$ cat src/hw/msif_params.svh
`ifndef MSIF_PARAMS_SVH
`define MSIF_PARAMS_SVH
// flag register bit positions
`define MSIF_BIT_CONV_DONE 0
`define MSIF_BIT_RES_READY 1
`define MSIF_BIT_RES_MISSED 2
`define MSIF_BIT_EVT_READY 3
`define MSIF_BIT_EVT_MISSED 4
`define MSIF_BIT_OVERCURRENT 5
`define MSIF_LSB_LOCAL_TEMP 6
`define MSIF_LSB_REMOTE_A 9
`define MSIF_LSB_REMOTE_B 12
`define MSIF_BIT_SUPPLY_LOW 15
// position inside a three-bit temperature field
`define MSIF_TF_NEW 0
`define MSIF_TF_LOW 1
`define MSIF_TF_HIGH 2
// register widths and counts
`define MSIF_REG_W 16
`define MSIF_TEMP_W 12
`define MSIF_PORTS 12
`define MSIF_FLAGS_RESET 16'h0000
// identification value, arbitrary
`define MSIF_PART_ID 16'h5A31
`endif

$ cat src/hw/msif_pkg.sv
package msif_pkg;
  // sequencer modes of the converter
  typedef enum logic [1:0] {
    MSIF_IDLE,
    MSIF_SINGLE_CONV,
    MSIF_SINGLE_SWEEP,
    MSIF_CONT_SWEEP
  } msif_mode_type;
  // status-clear arming for two-register reads
  typedef enum logic [1:0] {
    MSIF_CLR_IDLE,
    MSIF_CLR_ARMED,
    MSIF_CLR_HALF_A,
    MSIF_CLR_HALF_B
  } msif_clr_type;
  typedef logic signed [11:0] msif_temp_type;
endpackage : msif_pkg

$ cat src/hw/msif_temp_if.sv
`timescale 1ns/10ps
// one temperature channel: sample, limits and flag outputs
interface msif_temp_if;
  logic valid;
  msif_pkg::msif_temp_type value;
  msif_pkg::msif_temp_type high_limit;
  msif_pkg::msif_temp_type low_limit;
  logic [2:0] events;
  modport src (output valid, output value, output high_limit,
    output low_limit, input events);
  modport cmp (input valid, input value, input high_limit,
    input low_limit, output events);
endinterface : msif_temp_if

$ cat src/hw/msif_irq_flags.sv
`timescale 1ns/10ps
`include "msif_params.svh"
// Summary of operation
// - bit0 sets on conversion or sweep done
// - idle sequencer never sets bit0
// - bit1 sets on any result refresh
// - results refresh per conversion or sweep
// - bit1 clears after flags then both statuses
// - bit2 sets on overwritten result, read clears
// - bit3 input event, clears after statuses read
// - bit4 event missed, clears like bit3
// - bit5 sets on driver overcurrent trip
// - bit5 clears after flags then both statuses
// - local high-limit exceed sets field bit2
// - local below low-limit sets field bit1
// - new local result sets field bit0
// - remote a flags in bits 11:9
// - remote b flags in bits 14:12
// - bit15 sets on port supply low
// - read-only identification value
// - per-port result status, mask-independent
// - temperatures 12-bit signed compare
module msif_irq_flags #(
  parameter int PORTS = `MSIF_PORTS
)
(
  input wire logic i_clk_sys,
  input wire logic i_rstn,
  input wire msif_pkg::msif_mode_type i_conv_mode,
  input wire logic i_conv_done,
  input wire logic i_sweep_done,
  input wire logic [PORTS-1:0] i_port_sample_done,
  input wire logic [PORTS-1:0] i_port_unread,
  input wire logic i_input_event,
  input wire logic i_input_status_overwrite,
  input wire logic i_overcurrent_trip,
  input wire logic i_supply_low,
  input wire logic [11:0] i_local_temp,
  input wire logic i_local_temp_valid,
  input wire logic [11:0] i_local_high_limit,
  input wire logic [11:0] i_local_low_limit,
  input wire logic [11:0] i_remote_a_temp,
  input wire logic i_remote_a_valid,
  input wire logic [11:0] i_remote_a_high_limit,
  input wire logic [11:0] i_remote_a_low_limit,
  input wire logic [11:0] i_remote_b_temp,
  input wire logic i_remote_b_valid,
  input wire logic [11:0] i_remote_b_high_limit,
  input wire logic [11:0] i_remote_b_low_limit,
  input wire logic i_flags_read,
  input wire logic i_result_status_lo_read,
  input wire logic i_result_status_hi_read,
  input wire logic i_input_status_lo_read,
  input wire logic i_input_status_hi_read,
  input wire logic i_ocur_status_lo_read,
  input wire logic i_ocur_status_hi_read,
  output logic [15:0] o_event_flags,
  output logic [15:0] o_part_identification,
  output logic [PORTS-1:0] o_result_port_status
);
  // ==================================================
  // synchronisers for the analog monitor pins
  logic ocur_meta_q;
  logic ocur_sync_q;
  logic supply_meta_q;
  logic supply_sync_q;
  logic supply_prev_q;
  logic ocur_prev_q;
  // sample the asynchronous comparator outputs twice
  always_ff @(posedge i_clk_sys or negedge i_rstn)
  begin
    if (!i_rstn)
    begin
      ocur_meta_q <= 1'b0;
      ocur_sync_q <= 1'b0;
      supply_meta_q <= 1'b0;
      supply_sync_q <= 1'b0;
      ocur_prev_q <= 1'b0;
      supply_prev_q <= 1'b0;
    end
    else
    begin
      ocur_meta_q <= i_overcurrent_trip;
      ocur_sync_q <= ocur_meta_q;
      supply_meta_q <= i_supply_low;
      supply_sync_q <= supply_meta_q;
      ocur_prev_q <= ocur_sync_q;
      supply_prev_q <= supply_sync_q;
    end
  end

  // ==================================================
  // two-register clear sequencer
  // a flag read arms it; both status reads then fire the clear
  function automatic msif_pkg::msif_clr_type clr_next(
    input msif_pkg::msif_clr_type st,
    input logic flag_rd,
    input logic lo_rd,
    input logic hi_rd
  );
    msif_pkg::msif_clr_type nx;
    nx = st;
    if (flag_rd)
      nx = msif_pkg::MSIF_CLR_ARMED;
    else
    begin
      unique case (st)
        msif_pkg::MSIF_CLR_IDLE: nx = st;
        msif_pkg::MSIF_CLR_ARMED:
          if (lo_rd && hi_rd)
            nx = msif_pkg::MSIF_CLR_IDLE;
          else if (lo_rd)
            nx = msif_pkg::MSIF_CLR_HALF_A;
          else if (hi_rd)
            nx = msif_pkg::MSIF_CLR_HALF_B;
        msif_pkg::MSIF_CLR_HALF_A:
          if (hi_rd)
            nx = msif_pkg::MSIF_CLR_IDLE;
        msif_pkg::MSIF_CLR_HALF_B:
          if (lo_rd)
            nx = msif_pkg::MSIF_CLR_IDLE;
      endcase
    end
    return nx;
  endfunction : clr_next

  // clear fires on the read that completes the pair
  function automatic logic clr_fire(
    input msif_pkg::msif_clr_type st,
    input logic flag_rd,
    input logic lo_rd,
    input logic hi_rd
  );
    logic f;
    f = 1'b0;
    if (!flag_rd)
      f = (st == msif_pkg::MSIF_CLR_ARMED && lo_rd && hi_rd) ||
        (st == msif_pkg::MSIF_CLR_HALF_A && hi_rd) ||
        (st == msif_pkg::MSIF_CLR_HALF_B && lo_rd);
    return f;
  endfunction : clr_fire

  msif_pkg::msif_clr_type res_clr_q;
  msif_pkg::msif_clr_type evt_clr_q;
  msif_pkg::msif_clr_type ocr_clr_q;
  wire logic res_clear = clr_fire(res_clr_q, i_flags_read,
    i_result_status_lo_read, i_result_status_hi_read);
  wire logic evt_clear = clr_fire(evt_clr_q, i_flags_read,
    i_input_status_lo_read, i_input_status_hi_read);
  wire logic ocr_clear = clr_fire(ocr_clr_q, i_flags_read,
    i_ocur_status_lo_read, i_ocur_status_hi_read);

  always_ff @(posedge i_clk_sys or negedge i_rstn)
  begin
    if (!i_rstn)
    begin
      res_clr_q <= msif_pkg::MSIF_CLR_IDLE;
      evt_clr_q <= msif_pkg::MSIF_CLR_IDLE;
      ocr_clr_q <= msif_pkg::MSIF_CLR_IDLE;
    end
    else
    begin
      res_clr_q <= clr_next(res_clr_q, i_flags_read,
        i_result_status_lo_read, i_result_status_hi_read);
      evt_clr_q <= clr_next(evt_clr_q, i_flags_read,
        i_input_status_lo_read, i_input_status_hi_read);
      ocr_clr_q <= clr_next(ocr_clr_q, i_flags_read,
        i_ocur_status_lo_read, i_ocur_status_hi_read);
    end
  end

  // ==================================================
  // temperature channels
  msif_temp_if t_local();
  msif_temp_if t_ra();
  msif_temp_if t_rb();
  assign t_local.valid = i_local_temp_valid;
  assign t_local.value = msif_pkg::msif_temp_type'(i_local_temp);
  assign t_local.high_limit = msif_pkg::msif_temp_type'(i_local_high_limit);
  assign t_local.low_limit = msif_pkg::msif_temp_type'(i_local_low_limit);
  assign t_ra.valid = i_remote_a_valid;
  assign t_ra.value = msif_pkg::msif_temp_type'(i_remote_a_temp);
  assign t_ra.high_limit = msif_pkg::msif_temp_type'(i_remote_a_high_limit);
  assign t_ra.low_limit = msif_pkg::msif_temp_type'(i_remote_a_low_limit);
  assign t_rb.valid = i_remote_b_valid;
  assign t_rb.value = msif_pkg::msif_temp_type'(i_remote_b_temp);
  assign t_rb.high_limit = msif_pkg::msif_temp_type'(i_remote_b_high_limit);
  assign t_rb.low_limit = msif_pkg::msif_temp_type'(i_remote_b_low_limit);
  msif_temp_cmp u_cmp_local (.t(t_local));
  msif_temp_cmp u_cmp_ra (.t(t_ra));
  msif_temp_cmp u_cmp_rb (.t(t_rb));

  // ==================================================
  // event decode
  // sequencer completion; idle mode gives nothing
  wire logic conv_evt = (i_conv_mode == msif_pkg::MSIF_SINGLE_CONV)
    ? i_conv_done
    : ((i_conv_mode != msif_pkg::MSIF_IDLE) && i_sweep_done);
  // result refresh happens on the same completion strobe
  wire logic [PORTS-1:0] refresh = i_port_sample_done &
    {PORTS{conv_evt}};
  wire logic res_evt = |refresh;
  wire logic miss_evt = |(refresh & i_port_unread);
  wire logic ocr_evt = ocur_sync_q && !ocur_prev_q;
  wire logic sup_evt = supply_sync_q && !supply_prev_q;

  logic [15:0] set_vec;
  logic [15:0] clr_vec;
  // collect sets and clear sources per bit
  always_comb
  begin
    set_vec = 16'h0000;
    set_vec[`MSIF_BIT_CONV_DONE] = conv_evt;
    set_vec[`MSIF_BIT_RES_READY] = res_evt;
    set_vec[`MSIF_BIT_RES_MISSED] = miss_evt;
    set_vec[`MSIF_BIT_EVT_READY] = i_input_event;
    set_vec[`MSIF_BIT_EVT_MISSED] = i_input_status_overwrite;
    set_vec[`MSIF_BIT_OVERCURRENT] = ocr_evt;
    set_vec[`MSIF_LSB_LOCAL_TEMP +: 3] = t_local.events;
    set_vec[`MSIF_LSB_REMOTE_A +: 3] = t_ra.events;
    set_vec[`MSIF_LSB_REMOTE_B +: 3] = t_rb.events;
    set_vec[`MSIF_BIT_SUPPLY_LOW] = sup_evt;
    clr_vec = {16{i_flags_read}};
    clr_vec[`MSIF_BIT_RES_READY] = res_clear;
    clr_vec[`MSIF_BIT_EVT_READY] = evt_clear;
    clr_vec[`MSIF_BIT_EVT_MISSED] = evt_clear;
    clr_vec[`MSIF_BIT_OVERCURRENT] = ocr_clear;
  end

  // ==================================================
  // sticky flag and status registers
  logic [15:0] flags_q;
  logic [15:0] flags_d;
  logic [PORTS-1:0] rstat_q;
  logic [PORTS-1:0] rstat_d;
  // set has priority over clear
  assign flags_d = (flags_q & ~clr_vec) | set_vec;
  assign rstat_d = (rstat_q & ~{PORTS{res_clear}}) | refresh;

  always_ff @(posedge i_clk_sys or negedge i_rstn)
  begin
    if (!i_rstn)
    begin
      flags_q <= `MSIF_FLAGS_RESET;
      rstat_q <= '0;
    end
    else
    begin
      flags_q <= flags_d;
      rstat_q <= rstat_d;
    end
  end

  assign o_event_flags = flags_q;
  assign o_result_port_status = rstat_q;
  assign o_part_identification = `MSIF_PART_ID;
endmodule : msif_irq_flags

$ cat src/hw/msif_temp_cmp.sv
`timescale 1ns/10ps
`include "msif_params.svh"
// signed threshold compare for one temperature channel
module msif_temp_cmp
(
  msif_temp_if.cmp t
);
  // ==================================================
  // compare
  // two's complement values, 0.125 degC per lsb
  assign t.events[`MSIF_TF_HIGH] = t.valid &&
    (t.value > t.high_limit);
  assign t.events[`MSIF_TF_LOW] = t.valid &&
    (t.value < t.low_limit);
  assign t.events[`MSIF_TF_NEW] = t.valid;
endmodule : msif_temp_cmp

$ cat config.mk
export PLATFORM = sky130hd
export DESIGN_NAME = msif_irq_flags
export DESIGN_NICKNAME = d
export VERILOG_FILES = /design/src/hw/msif_pkg.sv /design/src/hw/msif_temp_if.sv /design/src/hw/msif_irq_flags.sv /design/src/hw/msif_temp_cmp.sv
export VERILOG_INCLUDE_DIRS = /design/src /design/src/hw
export SDC_FILE = /design/constraint.sdc
export NUM_CORES = 1
export LEC_CHECK = 0
export BUFFER_PORTS_ARGS = -buffer_cell sky130_fd_sc_hd__buf_2
export CORE_AREA = 2 2 94 114
export CTS_CLUSTER_DIAMETER = 50
export CTS_CLUSTER_SIZE = 24
export DETAILED_ROUTE_END_ITERATION = 16
export DIE_AREA = 0 0 96 116
export PLACE_DENSITY = 0.65
export SKIP_LAST_GASP = 1
export SLEW_MARGIN = 20
export SYNTH_ARGS = -nofsm -noshare
export SYNTH_HDL_FRONTEND = slang
export SYNTH_SLANG_ARGS = --single-unit
$ cat constraint.sdc
create_clock -name i_clk_sys -period 1.56 [get_ports i_clk_sys]
set_clock_uncertainty 0.1 [all_clocks]
set_input_delay 0.078 -clock i_clk_sys [delete_from_list [all_inputs] [get_ports i_clk_sys]]
set_output_delay 0.078 -clock i_clk_sys [all_outputs]
set_load 0.01 [all_outputs]
After elaboration in Yosys (flattened, before gate mapping):

Index checks and enable logic that the tools add are counted.

* reductions and logical operators: 41
* $lt $le $gt $ge: 6
* muxes and demuxes: 25
* bitwise operators: 8
* equal/unequal tests: 22

Operators with widths (count)
* AND 12 bit: 3
* > comparator 12 bit: 3
* < comparator 12 bit: 3
* two-way mux 2 bit: 18
* logical AND 1 bit: 24
* OR reduction 12 bit: 2
* != test 3 bit, second input constant: 6
* case mux 2 bit (3 select lines): 3
* AND 16 bit: 1
* inverter 16 bit: 1
* OR 16 bit: 1
* != test 5 x 4 -> 1 bit, second input constant: 3
* == test 2 bit, second input constant: 6
* inverter 12 bit: 1
* OR 12 bit: 1
* AND reduction 4 bit: 3
* == test 2 x 1 -> 1 bit, second input constant: 4
* zero test 2 bit: 3
* logical OR 1 bit: 6
* != test 2 bit, second input constant: 3
* two-way mux 1 bit: 4
* zero test 1 bit: 2
* nonzero test 2 bit: 1

* output and inout bits: 44
* register bits: 40
* logic and storage cells: 113

Logic depth before layout (Yosys ltp):

* depth in word-level cells: 9
* depth in mapped cells: 7
* depth with buffers taken out: 7

Hierarchy:

From an unflattened synthesis, not the netlist that was laid out.

* cell total of the unflattened synthesis: 384
* area, all modules: 3572.2 um^2

By module, submodules not included
* msif_irq_flags: times used 1, cells an instance 138, area an instance 1679.1 um^2, seq. area each 1001.0 um^2
* msif_temp_cmp (u_cmp_local ...): times used 2, cells an instance 82, area an instance 643.1 um^2, seq. area each 0.0 um^2
* msif_temp_cmp (u_cmp_rb): times used 1, cells an instance 82, area an instance 606.8 um^2, seq. area each 0.0 um^2

Worst setup path after synthesis:

Ideal clock, no wire load.

* path type: input port to flip-flop
* from: input i_remote_a_low_limit[11]
* to: register flags_q[10], in the netlist o_event_flags[10]
* library setup time: 0.126 ns
* data arrival time: 1.129 ns
* data required time: 1.334 ns
* cell stages on the path: 7
* slack: 0.205 ns
* path buffers: 0
* path through: inv_1 > ha_1 > nand4_1 > nor3_1 > o31a_1 > nor3_1 > a221o_1

* cells in the longest elaborated chain, start to end: 3

Ends and longest elaborated chain
* start: declaration: line msif_irq_flags.sv:45 `input wire logic [11:0] i_remote_a_low_limit,`
* < comparator 12 bit: line msif_temp_cmp.sv:14 `(t.value < t.low_limit);`
* logical AND 1 bit: line msif_temp_cmp.sv:13 `` assign t.events[`MSIF_TF_LOW] = t.valid && ``
* OR 16 bit: line msif_irq_flags.sv:237 `assign flags_d = (flags_q & ~clr_vec) | set_vec;`
* named net flags_d[10]: line msif_irq_flags.sv:233 `logic [15:0] flags_d;`
* end signal: assignment: line msif_irq_flags.sv:244 `` flags_q <= `MSIF_FLAGS_RESET; ``
* end signal: assignment: line msif_irq_flags.sv:249 `flags_q <= flags_d;`
* end: declaration: line msif_irq_flags.sv:232 `logic [15:0] flags_q;`

The timed path passes the listed nets, and every way through them passes these cells.
A chain may end at the register's enable or synchronous reset.

Worst setup path after layout:

* from: register res_clr_q[0]
* to: register flags_q[1], in the netlist o_event_flags[1]

* cells in the longest elaborated chain, start to end: 9
* elaborated cells on any way between the ends: 13
* those cells by class: eq/ne (3); mux (1); bitwise (3); reduce/logical (6)

Ends and longest elaborated chain
* start: declaration: line msif_irq_flags.sv:143 `msif_pkg::msif_clr_type res_clr_q;`
* start signal: assignment: line msif_irq_flags.sv:157 `res_clr_q <= msif_pkg::MSIF_CLR_IDLE;`
* start signal: assignment: line msif_irq_flags.sv:163 `res_clr_q <= clr_next(res_clr_q, i_flags_read,`
* == test 2 x 1 -> 1 bit: line msif_irq_flags.sv:137 `f = (st == msif_pkg::MSIF_CLR_ARMED && lo_rd && hi_rd) ||`
* logical AND 1 bit (2 in a row): line msif_irq_flags.sv:137
* logical OR 1 bit: line msif_irq_flags.sv:137
* logical OR 1 bit (*): line msif_irq_flags.sv:138 `(st == msif_pkg::MSIF_CLR_HALF_A && hi_rd) ||`
* two-way mux 1 bit (*): line msif_irq_flags.sv:136 `if (!flag_rd)`
* inverter 16 bit (*): line msif_irq_flags.sv:237
* AND 16 bit (*): line msif_irq_flags.sv:237
* OR 16 bit (*): line msif_irq_flags.sv:237
* named net flags_d[1]: line msif_irq_flags.sv:233

Mark *: on every way through the listed nets, which the timed path passes. The rest lies on a longest branch.

==> impl_metrics.tcl <==
set metrics [dict create \
    root_buffer "clkbuf_16" \
    hold_path.class "primary input to flip-flop" \
    grt_pass1_wl_microns 14700 \
    crit_path_end_kind "flip-flop" \
    fin_nets 822 \
    num_rows 40 \
    rsz0062_at_grt "false" \
    ioPinCount 196 \
    slew_violations 0 \
    slowest_stage "dfrtp_1" \
    io_buffers 179 \
    path_cells "nand2_1 > o21ai_1 > nand2_1 > a21o_1 > a22o_1" \
    ys_ff_latch 40 \
    ys.flop_type "dfrtp_1" \
    avgSynthCellArea_sq_um 8.75 \
    setup_violations 0 \
    hold_start "i_port_sample_done[9]" \
    syn_area_sq_um 3450 \
    fin_tns_setup_ns 0 \
    seq_area_frac_synth 0.290 \
    gp_congestion 0.844 \
    die_area_sq_um 11100 \
    antenna_cells 0 \
    clkLatencyLatePin_ns 0.27 \
    syn2layout_area_growth_pct 39.2 \
    rrSetupSlack_ns 0.10 \
    coreArea_sq_um 9960 \
    cp.required_ns 1.62 \
    cts_buffers 5 \
    peakVddDrop_v 0.000403 \
    worstHoldEndpoint "o_result_port_status[9]" \
    fmax_mhz 686 \
    cts.sinks 40 \
    r2r_cells 5 \
    synth_edf_count 0 \
    wire_per_inst_microns 12.8 \
    antenna_found_initial 0 \
    critPathArrivalTime_ns 1.52 \
    cp-start-kind "flip-flop" \
    dp_hpwl_microns 7970 \
    powerDensity_nw_per_um2 673 \
    status "finished, violations left" \
    track_usage 0.163 \
    ys.warnings.count 0 \
    min_path_cells 2 \
    start_util 0.346 \
    die_y_microns 116 \
    yosysUniqueCellTypes 38 \
    syn_inst 394 \
    p_leak_nw 2.76 \
    drc 0 \
    drt_wl_total_microns 9310 \
    violations "hold timing" \
    fillCellCount 989 \
    clk_pin_slew_worst_paths_ns 0.05 \
    hold_viol_final 1 \
    drt-pass1-iter-count 6 \
    hold_ws_ns -0.00252 \
    worstSetupPathType "flip-flop to flip-flop" \
    antenna_left 0 \
    drt-vias-per-instance 4.81 \
    fin_crit_ns 1.46 \
    die_w_microns 96 \
    fin_crit_sh 0.935 \
    gr-total-overflow 0 \
    drive_gt1_frac 0.319 \
    cts_resized 0 \
    rr_startpoint "res_clr_q[0]" \
    initialDrtViolationCount 132 \
    first_global_vias 3497 \
    crit_path_max_incr_delay_ns 0.40 \
    clockBufferDepth 2 \
    vias 3489 \
    async_flop_share 1.00 \
    cp_common_cell "nand2_1" \
    cts_tree "built" \
    grt_max_degree 25 \
    cts_max_level 2 \
    cap_violations 0 \
    p_total_mw 3.23 \
    r2r_end "o_event_flags[1]" \
    crit_path_max_fanout 13 \
]
==> metal layers <==
metal | up-vias | track usage | wire length, microns
li1 | 1770 | - | -
met1 | 1566 | 0.189 | 3730
met2 | 132 | 0.294 | 4730
met3 | 21 | 0.0306 | 601
met4 | 0 | 0.0610 | 246
met5 | - | 0 | 0
==> worst max-delay path, delay by kind of cell (launching register included) <==
family          cells  cell delay [ns]
simple gates        2             0.18
flops               1             0.40
compound gates      3             0.66
==> Yosys cell counts (2+ instances only) <==
cell	count	area (sq um)
nand3_1	11	55.1
buf_2	3	15.0
dfrtp_1	40	1000
a21oi_1	26	130
o21ai_1	2	10.0
nand2_1	14	52.6
ha_1	69	863
nor2_1	17	63.8
nand2b_1	7	43.8
a21o_1	17	128
nor2b_1	4	25.0
nand4_1	12	75.1
a22o_1	18	158
o21ai_0	11	55.1
nor4_1	4	25.0
o31ai_1	4	30.0
a211oi_1	5	37.5
a2111oi_0	3	26.3
o2111ai_1	2	17.5
nor3b_1	2	15.0
a221oi_1	3	26.3
or3_1	2	12.5
conb_1	2	7.51
buf_4	16	120
o21bai_1	2	15.0
nor3_1	7	35.0
xnor2_1	2	17.5
inv_1	79	297
==> cells by family after synthesis <==
logic type               synth area share
AO/OA/AOI/OAI                       0.199
multiplexers                      0.00290
buffers and inverters               0.128
flip-flops                          0.290
other                             0.00218
adder cells (fa/ha/maj)             0.250
XOR/XNOR                          0.00508
AND/OR/NAND/NOR                     0.122
==> cell usage in the layout, fill, tap and decap left out, types with 3 or more instances in the layout <==
master / count
o21ai_0: 11
nor4_1: 4
ha_1: 69
conb_1: 16
a211oi_1: 5
buf_2: 179
nand2_1: 14
nor2b_1: 4
inv_1: 79
buf_4: 5
a21oi_1: 26
a22o_1: 18
a221oi_1: 3
dlygate4sd3_1: 21
nand2b_1: 7
o31ai_1: 4
nand4_1: 12
a21o_1: 17
a2111oi_0: 3
nor3_1: 7
dfrtp_1: 40
clkbuf_16: 5
nand3_1: 11
nor2_1: 17
==> cell type report <==
cell class	count	area [sq um]	share of cell area
clock buffers	5	125	0.0261
repair buffers	206	1160	0.242
flip-flops and latches	40	1000	0.208
well taps	126	158	0.0328
multi-input cells	269	2060	0.428
inverters	79	297	0.0618
==> per-stage QoR <==
| step | hold slack [ns] | std cells | area (sq um) | setup WS [ns] | utilization |
|---|---|---|---|---|---|
| 6_report | -0.00252 | 725 | 4800 | 0.102 | 0.482 |
| 3_5_place_dp | -0.0587 | 699 | 4470 | -0.0477 | 0.448 |
| 5_1_grt | 0.0112 | 725 | 4800 | 0.0149 | 0.482 |
| 4_1_cts | 0.00114 | 725 | 4800 | 0.101 | 0.482 |
| 3_3_place_gp | -0.0627 | 699 | 4470 | -0.0207 | 0.448 |
| 2_1_floorplan | -0.318 | 408 | 3500 | 0.205 | - |
==> registers in the layout, summed over array words and instances, names as in the netlist, 2 cells and up <==
register              cells
o_event_flags            16
o_result_port_status     12
evt_clr_q                 2
ocr_clr_q                 2
res_clr_q                 2
==> what timing repair did <==
item,4_1_cts,5_1_grt
endpoints found under the setup margin,0,0
hold buffers,21,0
setup buffers,0,0
hold endpoints to repair,45,0
==> worst max-delay path by stage <==
stage | from | to | slack [ns] | cells after the start
2_1_floorplan | i_remote_a_low_limit[11] | o_event_flags[10] | 0.21 | 7
3_3_place_gp | i_remote_b_temp[5] | o_event_flags[14] | -0.02 | 7
3_5_place_dp | i_remote_a_temp[11] | o_event_flags[10] | -0.05 | 7
4_1_cts | res_clr_q[0] | o_event_flags[1] | 0.10 | 5
5_1_grt | i_port_sample_done[8] | o_event_flags[2] | 0.01 | 6
6_report | res_clr_q[0] | o_event_flags[1] | 0.10 | 5
==> where the power goes <==
part | total, mW | internal [mW] | switching (mW)
registers | 1.24 | 1.17 | 0.0751
clock network | 0.901 | 0.564 | 0.337
logic | 1.09 | 0.543 | 0.546
(Power assumes the default switching activity.)
